`src/hw/cwgc_defs.svh`:
```
`ifndef CWGC_DEFS_SVH
`define CWGC_DEFS_SVH
// Register byte offsets
`define CWGC_OFS_CTRL0 8'h00
`define CWGC_OFS_CTRL1 8'h04
`define CWGC_OFS_DBR 8'h08
`define CWGC_OFS_DBF 8'h0C
`define CWGC_IDX_SHUT 2'h0
`define CWGC_OFS_SHUT 8'h10
// Field positions
`define CWGC_EN_BIT 7
`define CWGC_LD_BIT 6
`define CWGC_IN_BIT 5
`define CWGC_SD_BIT 7
`define CWGC_REN_BIT 6
// Reset values
`define CWGC_SHUT_RST 8'h14
`define CWGC_MODE_RST 3'h0
// Bus answers
`define CWGC_RESP_OKAY 2'h0
`define CWGC_RESP_SLVERR 2'h2
`endif

```
`src/hw/cwgc_pkg.sv`:
```
package cwgc_pkg;
   typedef enum logic [2:0] {
      CWGC_STEER = 3'b000,
      CWGC_SYNC_STEER = 3'b001,
      CWGC_FWD_FULL = 3'b010,
      CWGC_REV_FULL = 3'b011,
      CWGC_HALF = 3'b100,
      CWGC_PUSH_PULL = 3'b101
   } cwgc_mode_e;

   typedef enum logic [1:0] {
      CWGC_OVR_IDLE = 2'b00,
      CWGC_OVR_HIZ = 2'b01,
      CWGC_OVR_LOW = 2'b10,
      CWGC_OVR_HIGH = 2'b11
   } cwgc_ovr_e;

   // Four output pins, enable low means driving
   typedef struct packed {
      logic [3:0] out;
      logic [3:0] oe_n;
   } cwgc_pins_s;

   typedef struct packed {
      logic [5:0] rise;
      logic [5:0] fall;
   } cwgc_dead_s;
endpackage : cwgc_pkg

```
`src/hw/cwgc_deadband.sv`:
```
`timescale 1ns/1ps
// Dead-band delay counter; busy while the inserted interval runs
module cwgc_deadband (
   // Clock and reset
   input wire logic aclk,
   input wire logic aresetn,
   // Start and length
   input wire logic start,
   input wire logic [5:0] length,
   // Status
   output logic busy
);
   import cwgc_pkg::*;

   typedef struct packed {
      logic [5:0] cnt;
      logic busy;
   } cwgc_db_state_s;

   cwgc_db_state_s s_q;
   cwgc_db_state_s s_d;

   // Reload on start, otherwise count down to zero
   always_comb begin
      s_d = s_q;
      if (start) begin
         s_d.cnt = length;
         s_d.busy = (length != 6'h00);
      end else if (s_q.cnt > 6'h01) begin
         s_d.cnt = s_q.cnt - 6'h01;
      end else begin
         s_d.cnt = 6'h00;
         s_d.busy = 1'b0;
      end
   end

   // State register
   always_ff @(posedge aclk) begin
      if (!aresetn) begin
         s_q <= '0;
      end else begin
         s_q <= s_d;
      end
   end

   assign busy = s_q.busy;
endmodule : cwgc_deadband

```
`src/hw/cwgc_top.sv`:
```
// Notes on behaviour
// - Generator runs only while enable set
// - Load request applies buffers, self-clears at edge
// - Mode 101 push-pull, 100 half, 011 reverse
// - Mode 010 forward, 001 sync steer, 000 steer
// - Per-output polarity bit inverts output
// - Six-bit rising dead time
// - Six-bit falling dead time
// - Shutdown status reads one while in shutdown
// - Override B and D: high, low, hi-z
// - Code 00: B/D inactive after dead band
// - Override A and C: high, low, hi-z
// - Code 00: A/C inactive after dead band
// - Shutdown writable while disabled
// - Shutdown levels held until next rising input
// - Unimplemented bits read zero, ignore writes
// - Auto restart clears shutdown when sources low
// - Software clear only when sources all low
//
// Design decisions made here: the AXI4-Lite interface to the registers and the register addresses.
`timescale 1ns/1ps
`include "cwgc_defs.svh"
module cwgc_top (
   // Clock and reset
   input wire logic aclk,
   input wire logic aresetn,
   // AXI4-Lite write
   input wire logic [7:0] s_axi_awaddr,
   input wire logic s_axi_awvalid,
   output logic s_axi_awready,
   input wire logic [31:0] s_axi_wdata,
   input wire logic [3:0] s_axi_wstrb,
   input wire logic s_axi_wvalid,
   output logic s_axi_wready,
   output logic [1:0] s_axi_bresp,
   output logic s_axi_bvalid,
   input wire logic s_axi_bready,
   // AXI4-Lite read
   input wire logic [7:0] s_axi_araddr,
   input wire logic s_axi_arvalid,
   output logic s_axi_arready,
   output logic [31:0] s_axi_rdata,
   output logic [1:0] s_axi_rresp,
   output logic s_axi_rvalid,
   input wire logic s_axi_rready,
   // Waveform input and active-low shutdown sources
   input wire logic wave_in,
   input wire logic shutdown_src_n,
   // Outputs A to D
   output cwgc_pkg::cwgc_pins_s pins
);
   import cwgc_pkg::*;

   typedef struct packed {
      logic aw_full;
      logic [7:0] aw_addr;
      logic w_full;
      logic [31:0] w_data;
      logic [3:0] w_strb;
      logic bvalid;
      logic [1:0] bresp;
      logic rvalid;
      logic [31:0] rdata;
      logic [1:0] rresp;
      logic en;
      logic ld;
      cwgc_mode_e mode;
      logic [3:0] pol;
      cwgc_dead_s dead;
      logic sd;
      logic ren;
      cwgc_ovr_e ovr_bd;
      cwgc_ovr_e ovr_ac;
      cwgc_mode_e act_mode;
      logic [3:0] act_pol;
      cwgc_dead_s act_dead;
      logic in_q;
      logic hold;
      logic dir;
      logic [3:0] raw;
      cwgc_pins_s pins;
   } cwgc_state_s;

   cwgc_state_s s_q;
   cwgc_state_s s_d;
   logic rise_ev;
   logic fall_ev;
   logic src_active;
   logic db_busy;
   logic db_start;
   logic [5:0] db_len;
   logic [7:0] rd_byte;
   logic wr_go;
   logic sd_clear_req;

   assign rise_ev = wave_in & ~s_q.in_q;
   assign fall_ev = ~wave_in & s_q.in_q;
   assign src_active = ~shutdown_src_n;
   assign db_start = s_q.en & (rise_ev | fall_ev);
   assign db_len = rise_ev ? s_q.act_dead.rise : s_q.act_dead.fall;
   assign wr_go = s_q.aw_full & s_q.w_full & ~s_q.bvalid;

   cwgc_deadband u_db (
      .aclk(aclk),
      .aresetn(aresetn),
      .start(db_start),
      .length(db_len),
      .busy(db_busy)
   );

   // Read mux; unimplemented bits stay zero
   always_comb begin
      rd_byte = 8'h00;
      case (s_axi_araddr)
         `CWGC_OFS_CTRL0: rd_byte = {s_q.en, s_q.ld, 3'b000, s_q.mode};
         `CWGC_OFS_CTRL1: rd_byte = {2'b00, wave_in, 1'b0, s_q.pol};
         `CWGC_OFS_DBR: rd_byte = {2'b00, s_q.dead.rise};
         `CWGC_OFS_DBF: rd_byte = {2'b00, s_q.dead.fall};
         `CWGC_OFS_SHUT: rd_byte = {s_q.sd, s_q.ren, s_q.ovr_bd,
                                  s_q.ovr_ac, 2'b00};
         default: rd_byte = 8'h00;
      endcase
   end

   // Software clear of shutdown is honoured only with sources idle
   assign sd_clear_req = wr_go & s_q.aw_addr == `CWGC_OFS_SHUT &
                         s_q.w_strb[0] & ~s_q.w_data[`CWGC_SD_BIT];

   // Next-state logic: bus slave, registers, waveform engine
   always_comb begin
      logic [3:0] base;
      logic [3:0] shaped;
      base = 4'h0;
      shaped = 4'h0;
      s_d = s_q;
      s_d.in_q = wave_in;
      // Edge transfer first, so a load set in this cycle wins
      if (s_q.en && s_q.ld && (rise_ev || fall_ev)) begin
         s_d.act_mode = s_q.mode;
         s_d.act_pol = s_q.pol;
         s_d.act_dead = s_q.dead;
         s_d.ld = 1'b0;
      end
      // Address and data may arrive in either order
      if (s_axi_awvalid && !s_q.aw_full) begin
         s_d.aw_full = 1'b1;
         s_d.aw_addr = s_axi_awaddr;
      end
      if (s_axi_wvalid && !s_q.w_full) begin
         s_d.w_full = 1'b1;
         s_d.w_data = s_axi_wdata;
         s_d.w_strb = s_axi_wstrb;
      end
      if (s_q.bvalid && s_axi_bready) begin
         s_d.bvalid = 1'b0;
      end
      if (wr_go) begin
         s_d.aw_full = 1'b0;
         s_d.w_full = 1'b0;
         s_d.bvalid = 1'b1;
         s_d.bresp = `CWGC_RESP_OKAY;
         if (s_q.w_strb[0]) begin
            case (s_q.aw_addr)
               `CWGC_OFS_CTRL0: begin
                  s_d.en = s_q.w_data[`CWGC_EN_BIT];
                  // Load arms only when already enabled
                  s_d.ld = s_q.w_data[`CWGC_LD_BIT] & s_q.en;
                  if (s_q.w_data[2:1] != 2'b11) begin
                     s_d.mode = cwgc_mode_e'(s_q.w_data[2:0]);
                  end
               end
               `CWGC_OFS_CTRL1: s_d.pol = s_q.w_data[3:0];
               `CWGC_OFS_DBR: s_d.dead.rise = s_q.w_data[5:0];
               `CWGC_OFS_DBF: s_d.dead.fall = s_q.w_data[5:0];
               `CWGC_OFS_SHUT: begin
                  // Accepted regardless of enable
                  if (s_q.w_data[`CWGC_SD_BIT]) begin
                     s_d.sd = 1'b1;
                  end
                  s_d.ren = s_q.w_data[`CWGC_REN_BIT];
                  s_d.ovr_bd = cwgc_ovr_e'(s_q.w_data[5:4]);
                  s_d.ovr_ac = cwgc_ovr_e'(s_q.w_data[3:2]);
               end
               default: s_d.bresp = `CWGC_RESP_SLVERR;
            endcase
         end
      end
      // Reads answer one cycle after the address is taken
      if (s_q.rvalid && s_axi_rready) begin
         s_d.rvalid = 1'b0;
      end
      if (s_axi_arvalid && !s_q.rvalid) begin
         s_d.rvalid = 1'b1;
         s_d.rdata = {24'h000000, rd_byte};
         s_d.rresp = (s_axi_araddr[1:0] == 2'b00 &&
                      s_axi_araddr <= `CWGC_OFS_SHUT) ?
                     `CWGC_RESP_OKAY : `CWGC_RESP_SLVERR;
      end
      // Shutdown status: sources set, clear needs idle sources
      if (sd_clear_req && !src_active) begin
         s_d.sd = 1'b0;
      end
      if (s_q.ren && !src_active && s_q.sd) begin
         s_d.sd = 1'b0;
      end
      if (src_active) begin
         s_d.sd = 1'b1;
      end
      if (s_d.sd) begin
         s_d.hold = 1'b1;
      end else if (s_q.hold && rise_ev && s_q.en) begin
         s_d.hold = 1'b0;
      end
      if (!s_q.en) begin
         s_d.act_mode = s_q.mode;
         s_d.act_pol = s_q.pol;
         s_d.act_dead = s_q.dead;
      end
      if (s_q.en && rise_ev) begin
         s_d.dir = ~s_q.dir;
      end
      // Raw active-high waveform per mode
      case (s_q.act_mode)
         CWGC_STEER, CWGC_SYNC_STEER: base = {4{wave_in}};
         CWGC_FWD_FULL: base = {wave_in, 2'b00, 1'b1};
         CWGC_REV_FULL: base = {1'b0, 1'b1, wave_in, 1'b0};
         CWGC_HALF: base = {~wave_in, wave_in, ~wave_in, wave_in};
         CWGC_PUSH_PULL: base = {s_q.dir & wave_in, ~s_q.dir & wave_in,
                                 s_q.dir & wave_in, ~s_q.dir & wave_in};
         default: base = 4'h0;
      endcase
      // Newly rising outputs wait out the dead band
      if (db_busy || db_start) begin
         base = base & s_q.raw;
      end
      s_d.raw = base;
      shaped = base ^ s_q.act_pol;
      s_d.pins.oe_n = 4'h0;
      if (!s_q.en) begin
         s_d.pins.out = s_q.act_pol;
      end else if (s_q.hold) begin
         for (int i = 0; i < 4; i++) begin
            cwgc_ovr_e o;
            o = (i % 2 == 1) ? s_q.ovr_bd : s_q.ovr_ac;
            case (o)
               CWGC_OVR_HIGH: s_d.pins.out[i] = 1'b1;
               CWGC_OVR_LOW: s_d.pins.out[i] = 1'b0;
               CWGC_OVR_HIZ: s_d.pins.oe_n[i] = 1'b1;
               // Inactive level once dead band ends
               default: s_d.pins.out[i] = db_busy ? s_q.pins.out[i] :
                                          s_q.act_pol[i];
            endcase
         end
      end else begin
         s_d.pins.out = shaped;
      end
   end

   // State register
   always_ff @(posedge aclk) begin
      if (!aresetn) begin
         s_q <= '0;
         s_q.ovr_bd <= CWGC_OVR_HIZ;
         s_q.ovr_ac <= CWGC_OVR_HIZ;
         s_q.hold <= 1'b1;
      end else begin
         s_q <= s_d;
      end
   end

   assign s_axi_awready = ~s_q.aw_full;
   assign s_axi_wready = ~s_q.w_full;
   assign s_axi_bvalid = s_q.bvalid;
   assign s_axi_bresp = s_q.bresp;
   assign s_axi_arready = ~s_q.rvalid;
   assign s_axi_rvalid = s_q.rvalid;
   assign s_axi_rdata = s_q.rdata;
   assign s_axi_rresp = s_q.rresp;
   assign pins = s_q.pins;

   property p_ld_clear;
      @(posedge aclk) disable iff (!aresetn)
         s_q.en && s_q.ld && (rise_ev || fall_ev) && !wr_go |=> !s_q.ld;
   endproperty
   a_ld_clear: assert property (p_ld_clear)
      else $error("load request not cleared");

   property p_src_sets;
      @(posedge aclk) disable iff (!aresetn)
         src_active |=> s_q.sd;
   endproperty
   a_src_sets: assert property (p_src_sets)
      else $error("shutdown not set");

   property p_auto;
      @(posedge aclk) disable iff (!aresetn)
         s_q.ren && !src_active && s_q.sd && !s_axi_wvalid |=> !s_q.sd;
   endproperty
   a_auto: assert property (p_auto)
      else $error("auto restart failed");

   property p_sw_clear;
      @(posedge aclk) disable iff (!aresetn)
         sd_clear_req && src_active |=> s_q.sd;
   endproperty
   a_sw_clear: assert property (p_sw_clear)
      else $error("shutdown cleared with source active");

   property p_hold;
      @(posedge aclk) disable iff (!aresetn)
         s_q.hold && !rise_ev |=> s_q.hold;
   endproperty
   a_hold: assert property (p_hold)
      else $error("hold released without rising edge");

   property p_hiz;
      @(posedge aclk) disable iff (!aresetn)
         s_q.en && s_q.hold && s_q.ovr_ac == CWGC_OVR_HIZ
         |=> pins.oe_n[0] && pins.oe_n[2];
   endproperty
   a_hiz: assert property (p_hiz)
      else $error("A/C not tri-stated");

   property p_high_bd;
      @(posedge aclk) disable iff (!aresetn)
         s_q.en && s_q.hold && s_q.ovr_bd == CWGC_OVR_HIGH
         |=> pins.out[1] && pins.out[3];
   endproperty
   a_high_bd: assert property (p_high_bd)
      else $error("B/D not driven high");

   property p_dis;
      @(posedge aclk) disable iff (!aresetn)
         !s_q.en |=> pins.out == $past(s_q.act_pol);
   endproperty
   a_dis: assert property (p_dis)
      else $error("disabled outputs not idle");
endmodule : cwgc_top

```
`config.mk`:
```
export PLATFORM = sky130hd
export DESIGN_NAME = cwgc_top
export DESIGN_NICKNAME = d
export VERILOG_FILES = /design/src/hw/cwgc_pkg.sv /design/src/hw/cwgc_deadband.sv /design/src/hw/cwgc_top.sv
export VERILOG_INCLUDE_DIRS = /design/src /design/src/hw
export SDC_FILE = /design/constraint.sdc
export NUM_CORES = 1
export LEC_CHECK = 0
export CAP_MARGIN = 15
export CORE_MARGIN = 2
export CORE_UTILIZATION = 60
export DETAILED_ROUTE_END_ITERATION = 10
export DONT_BUFFER_PORTS = 1
export PLACE_DENSITY = 0.74
export SLEW_MARGIN = 20
export SYNTH_ARGS = -nofsm -noshare
export SYNTH_HDL_FRONTEND = slang
export SYNTH_SLANG_ARGS = --single-unit
```
`constraint.sdc`:
```
create_clock -name aclk -period 4.2 [get_ports aclk]
set_input_delay 0.42 -clock aclk [delete_from_list [all_inputs] [get_ports aclk]]
set_output_delay 0.42 -clock aclk [all_outputs]
set_load 0.03 [all_outputs]
```
# Yosys cells after proc, flatten, opt, wreduce, memory -nomap -nowiden
# Cells that the tools add are included.
# op_classes
addsub,1
n_lt_le_gt_ge,2
eq_ne,26
n_mux,41
bitwise_logic,23
reduce_logical,39
# ops
operator,count
$mux W26,2
$pmux W8 S5,1
$mux W19,2
$mux W35,1
$eq A8 B4 Y1 const B,4
$mux W6,5
$mux W4,5
$pmux W4 S5,1
$reduce_and A3 Y1,6
$eq A8 B3 Y1 const B,2
$eq A8 B5 Y1 const B,2
$logic_not A8 Y1,2
$logic_and A1 B1 Y1,14
$mux W1,14
$pmux W1 S3,4
$and A1 B1 Y1,11
$ne A5 B5 Y1 const B,2
$not A1 Y1,9
$eq A2 B2 Y1 const B,4
$le A8 B5 Y1 const B,1
$mux W7,1
$eq A3 B2 Y1 const B,2
$eq A3 B3 Y1 const B,2
$gt A6 B1 Y1 const B,1
other kinds (21),34
# word_totals
register_bits,101
output_inout_bits,49
wordCells,165

# Depth between registers and ports, before layout
# Gate-level depths: netlist of the first run.
# logic_depth
ltp_word,12
ltp_mapped,8
depth_no_buf,7

# Hierarchy
# From an unflattened synthesis of the first run, not the netlist that was laid out.
# unflattened
cells_unflattened,539
hier_area_um2,4595.7
# modules_own_cells
module,instances,cells_each,area_each_um2,seq_area_each_um2
cwgc_top,1,492,4184.0,1801.7
cwgc_deadband,1,47,411.6,140.1

# Worst setup path after synthesis of the first run
# OpenSTA, ideal clock, no wires.
# synth_path
path_type,flip-flop to flip-flop
from,reg s_q[136] (netlist name)
to,reg s_q[13] (netlist name)
arrival_ns,1.911
t_required_ns,4.080
path_slack_ns,2.169
path_stages_with_launch,7
path_buffers,1
period_less_slack_ns,2.031
cell_sequence,dfxtp_1 or4_4 buf_6 nor4_4 a22o_4 o21ai_1 a211o_1
# synth_via
elab_chain_cells,9
word_cells_on_any_way,12
# synth_lines
element,line_no,source
"start, declared",cwgc_top.sv:84,cwgc_state_s s_q;
$eq A8 B5 Y1 (*),cwgc_top.sv:163,case (s_q.aw_addr)
$and A1 B1 Y1 (no source line),--,
$and A1 B1 Y1 (2 in series),cwgc_top.sv:126,assign sd_clear_req = wr_go & s_q.aw_addr == `CWGC_OFS_SHUT &
$logic_and A1 B1 Y1,cwgc_top.sv:200,if (sd_clear_req && !src_active) begin
$mux W1 (*),cwgc_top.sv:200,
$mux W1 (*),cwgc_top.sv:203,if (s_q.ren && !src_active && s_q.sd) begin
$mux W1 (*),cwgc_top.sv:206,if (src_active) begin
$reduce_or A2 Y1 (no source line) (*),--,
# Every way passes the cells marked *; elsewhere a longest branch is shown, timed or not.
# A chain may end at the register's enable or synchronous reset.

# Worst setup path in the final report of the first run
# layout_path
from,reg s_q[136] (netlist name)
to,reg s_q[55] (netlist name)
# layout_via
elab_chain_cells,2
# layout_lines
element,line_no
$eq A8 B3 Y1,cwgc_top.sv:163
$reduce_and A3 Y1 (no source line),--
# No other way between the ends.

==> impl_metrics.toml, run 1 <==
[floorplanning]
fp.dieH_um = 91.38
core_area_sq_mm = 0.007331
dieWidth_um = 91.38
die_area_sq_mm = 0.008349
fp-row-count = 31
ios = 110
start_util_pct = 62.49

[cts]
cts_resized = 0
htree_num_levels = 3
clkLatencyLatePin_ps = 360
cts_buffers = 9
post-cts-setup-buffers = 0
clock_path_buffers = 2
clock-sinks = 97
cts_tree = "yes"
cts_hold_buf = 0
clkSlewWorstSetupHoldPaths_ps = 90
root_buffer = "clkbuf_8"

[worst_setup_path]
slowest_stage = "nor4bb_1"
rrSetupSlack_ps = 1700
critPathCaptureType = "flip-flop"
path_max_fanout = 4
worstPathRequired_ps = 4430
arrival_ps = 2730
cpPeakStageDelay_ps = 940
cp_cell_sequence = "or4_4 -> nor3_1 -> nor4bb_1 -> mux2i_1 -> nor2_1"
start_kind = "flip-flop"
critPathKind = "reg -> reg"

[logic_synthesis]
synth_edf_count = 0
yosys-top-cells-count = "dfxtp_1 (97), nand2_1 (79), nor2_1 (60), buf_4 (44), a21oi_1 (42)"
yosys_warnings = 0
async_flop_share_pct = 0
synthTopCellsByArea = "dfxtp_1 (42%), mux2i_1 (8.5%), buf_4 (7.2%), nand2_1 (6.5%), nor2_1 (4.9%)"
yosysTopAreaCell = "dfxtp_1"
ys_seq_elements = 97
synth_most_common_cell = "dfxtp_1"
syn_inst = 531
syn_area_per_cell_sq_um = 8.626
syn-cell-area_sq_mm = 0.004581
ys_types = 65
synth_seq_area_share_pct = 42.39
synth_top_area_share_pct = 42.39
synthFlopType = "dfxtp_1"

[routing]
wl_per_cell_um = 15.53
ant_nets = 0
totalWireLength_mm = 9.351
drt-vias-per-instance = 5.659
dr_total_vias = 3407
drtIter0Drc = 214
drtPass1Iterations = 4
drc_errors = 0

[placed_design]
port_buffers = 0
place_congestion = 0.8684
dp_hpwl_mm = 6.844

[global_routing]
grt_pass1_vias = 3114
grt_max_degree = 34
grt_usage_pct = 23.07
grt-ovfl-total = 0
antenna_found_initial = 0
grt_pass1_wl_mm = 15.34

[power_and_ir_drop]
vdd.ir_drop.worst_mv = 0.2135
total_power_uw = 1842
leakagePower_uw = 0.001746
power_density_mw_per_mm2 = 403.1

[timing]
setup_tns_ps = 0
relSlewSlack_pct = 26.85
finClkSkew_ps = 6.229
min_period_ps = 2497
period_share_pct = 59.44
worst_pin_slew_ps = 1083
max_freq_mhz = 400.6
finalHoldWorstSlack_ps = 131.6
final_max_slew_viol_count = 0
hold_viol = 0
setup_violations = 0
rsz0062_at_grt = "no"

[final_layout]
layout.nets = 563
area_growth_pct = -0.2459
diodes = 0
drive_gt1_share_pct = 6.561

[worst_hold_path]
hp-class = "in -> reg"

[job]
drv_cap = 0

[status]
status = "finished clean"
## per-layer routing
metal	GRT usage (%)	up-vias	part of all wire, %	wire length (um)
met4	8.460	0	0.97	91
met1	31.53	1602	47	4381
met5	0	-	0	0
met3	5.394	6	6.1	572
met2	35.62	111	46	4305
li1	-	1688	-	-
## logic make-up (layout without fill, tap and decap cells)
logic type / after synthesis / count (layout) / share of synthesized area [%]
compound gates: 102 / 102 / 14.48
xor+xnor: 5 / 5 / 0.9562
fa+ha+maj: 3 / 3 / 0.8195
buf+inv: 88 / 35 / 11.01
flops: 97 / 97 / 42.39
mux: 44 / 44 / 10.49
other cells: 1 / 26 / 0.08187
simple gates: 191 / 191 / 19.78
## metrics by stage
stage | worst slack (ps) | std cells | utilization, % | instance area [sq um]
2_1_floorplan | 2169 | 556 | - | 4674
3_3_place_gp | 1808 | 587 | 59.75 | 4380
3_5_place_dp | 1736 | 587 | 59.81 | 4384
4_1_cts | 1703 | 602 | 62.33 | 4569
5_1_grt | 1551 | 602 | 62.33 | 4569
6_report | 1704 | 602 | 62.33 | 4569
## placed cells by master, fill, tap and decap left out, types with 4 or more instances in the layout
cell,count
a211oi_1,4
a21oi_1,42
a31oi_1,4
clkbuf_8,9
conb_1,26
dfxtp_1,97
inv_1,16
mux2i_1,39
nand2_1,79
nand3_1,4
nor2_1,60
nor2b_1,9
nor3_1,9
o21ai_0,14
o22a_1,7
## layout make-up
| type | instances | area (sq um) |
|---|---|---|
| clock buffer | 10 | 127.6 |
| inverter | 17 | 63.81 |
| tap | 99 | 123.9 |
| fill | 649 | 2761 |
| timing repair buffer | 3 | 22.52 |
| clock inverter | 5 | 57.56 |
| sequential | 97 | 1942 |
| multi-input combinational | 371 | 2232 |
## worst max-delay path: cells and delay by family, from the launching register on
family,cells,cell delay (ps)
mux,1,280
flops,1,330
simple gates,4,1770
## report_power, final
part / switching, uW / leakage, uW / internal [uW]
Clock: 310 / 0.0000844 / 271
Sequential: 40.5 / 0.000788 / 956
Combinational: 152 / 0.000874 / 113
Total: 502 / 0.00175 / 1340
## state kept, by name (all words and copies together), names as in the netlist
signal,cells
u_db.busy,1
s_axi_bvalid,1
s_axi_rresp,1
u_db.s_q,6
pins,6
s_axi_rvalid,1
s_axi_rdata,8
s_axi_bresp,1
s_q,72
## path summary, 6_finish.rpt
| kind | endpoint | start | cells past startpoint |
|---|---|---|---|
| max | s_q[55] | s_q[136] | 5 |
| min | s_q[34] | aresetn | 1 |
| max reg2reg | s_q[55] | s_q[136] | 5 |
| min reg2reg | s_q[99] | s_q[99] | 2 |
No activity file was read; power rests on OpenSTA's default activity.
==> inputs of run 2 (changes only) <==
CORE_UTILIZATION = 57   (was 60)
PLACE_DENSITY = 0.73   (was 0.74)
clock period = 2 ns   (was 4.2 ns; I/O delays follow)
==> impl_metrics.toml, run 2 (synthesized netlist as in run 1, its figures left out) <==
[status]
status = "finished clean"

[floorplanning]
die_area_sq_mm = 0.008769
fp-row-count = 32
ios = 110
start_util_pct = 58.97
dieWidth_um = 93.65
core_area_sq_mm = 0.007767
fp.dieH_um = 93.65

[final_layout]
layout_commonest_cell = "dfxtp_1"
area_growth_pct = 7.129
diodes = 0
layout.nets = 597
layout_common_cells = "dfxtp_1 (97), nand2_1 (79), nor2_1 (60), a21oi_1 (42), mux2i_1 (39)"
largest-register = "s_q"
largest_register_ff_count = 72
stdcell_count = 640
drive_gt1_share_pct = 8.550

[worst_setup_path]
cp_cell_sequence = "or4_4 -> nor4_4 -> nand3_2 -> mux2i_1 -> nor2_1"
crit_start = "s_q[136]"
cp_num_buf_inv = 0
slowest_stage = "or4_4"
cp_num_cells = 5
critPathTopFamily = "simple AND/OR/NAND/NOR gates"
arrival_ps = 2170
cpPeakStageDelay_ps = 590
path_max_fanout = 6
r2r_end = "s_q[41]"
critPathKind = "reg -> reg"
timing.rr.start = "s_q[136]"
rrSetupSlack_ps = 70
worstPathRequired_ps = 2240
endpoint = "s_q[41]"
start_kind = "flip-flop"
r2r_cells = 5
critPathCaptureType = "flip-flop"

[cts]
root_buffer = "clkbuf_8"
clkLatencyLatePin_ps = 360
htree_num_levels = 3
clock-sinks = 97
post-cts-setup-buffers = 0
clock_path_buffers = 2
cts_buffers = 9
clkSlewWorstSetupHoldPaths_ps = 90
cts_tree = "yes"

[routing]
drtPass1Iterations = 5
ant_nets = 0
totalWireLength_mm = 9.788
dr_total_vias = 3603
drc_errors = 0
wl_per_cell_um = 15.29
drtIter0Drc = 255
wl_met1_mm = 4.532
drt-vias-per-instance = 5.630
top_layer = "met4"
met2WireLength_mm = 4.573
wl_met3_um = 552

[power_and_ir_drop]
total_power_uw = 3993
power_density_mw_per_mm2 = 813.7
p_int_uw = 2899
leakagePower_uw = 0.001919
power_switching_share_pct = 27.40
combPwrFrac_pct = 15.7
p_clk_share_pct = 32.2
seqPwrFrac_pct = 52.2
p_sw_uw = 1094
vdd.ir_drop.worst_mv = 0.3944

[global_routing]
grt_usage_pct = 22.61
grt_pass1_wl_mm = 15.54
grt_max_degree = 65
grt_pass1_vias = 3233
antenna_found_initial = 0
grt-ovfl-total = 0

[timing]
period_share_pct = 96.53
finClkSkew_ps = 12.24
min_period_ps = 1931
relSlewSlack_pct = 62.16
setup_slack_ps = 69.42
hold_viol = 0
final_max_slew_viol_count = 0
worst_pin_slew_ps = 566.8
setup_violations = 0
setup_tns_ps = 0
rsz0062_at_grt = "yes"
max_freq_mhz = 518.0

[placed_design]
dp_cells = 603
place_congestion = 0.8781
pre_cts_ws_ps = 63.77
dp_hpwl_mm = 7.003
port_buffers = 0

[worst_hold_path]
hp-class = "in -> reg"
min-delay-start = "aresetn"

[job]
drv_cap = 0
-- run 2: cell type report --
cell class	count	area (sq um)
sequential	97	1942
tap	102	127.6
clock inverter	4	51.30
fill	696	2860
multi-input combinational	371	2235
inverter	17	63.81
clock buffer	12	145.1
timing repair buffer	37	342.8
-- run 2: layer usage --
metal / vias to the layer above / track usage [%]
li1: 1763 / -
met5: - / 0
met4: 0 / 4.831
met3: 14 / 5.318
met1: 1689 / 30.39
met2: 137 / 37.29
-- run 2: what timing repair did --
action	CTS	global route
setup endpoints to repair	0	13
hold endpoints to repair	29	0
hold buffers	21	0
resized for setup	0	1
-- run 2: how the worst min path moves through the flow --
stage / to / cells past startpoint
3_3_place_gp: s_q[34] / 1
3_5_place_dp: s_q[36] / 1
4_1_cts: pins[4] / 2
5_1_grt: pins[4] / 2
2_1_floorplan: s_axi_rvalid / 1
6_report: pins[4] / 2
-- run 2: metrics by stage --
step / area, sq um / hold slack [ps] / utilization [%]
after floorplan: 4676 / 299.0 / -
after global placement: 4494 / 266.9 / 57.86
after detailed placement: 4494 / 271.8 / 57.86
after CTS: 4901 / 2.444 / 63.10
after global routing: 4907 / 0.5840 / 63.18
final: 4907 / 11.92 / 63.18
-- run 2: power by group through the flow --
stage / Combinational, uW / Sequential, uW / Clock, uW
after CTS: 619 / 2080 / 1310
after global routing: 696 / 2090 / 1400
final: 625 / 2080 / 1280
after floorplan: 557 / 2110 / 0
after detailed placement: 580 / 2130 / 0
after global placement: 561 / 2120 / 0
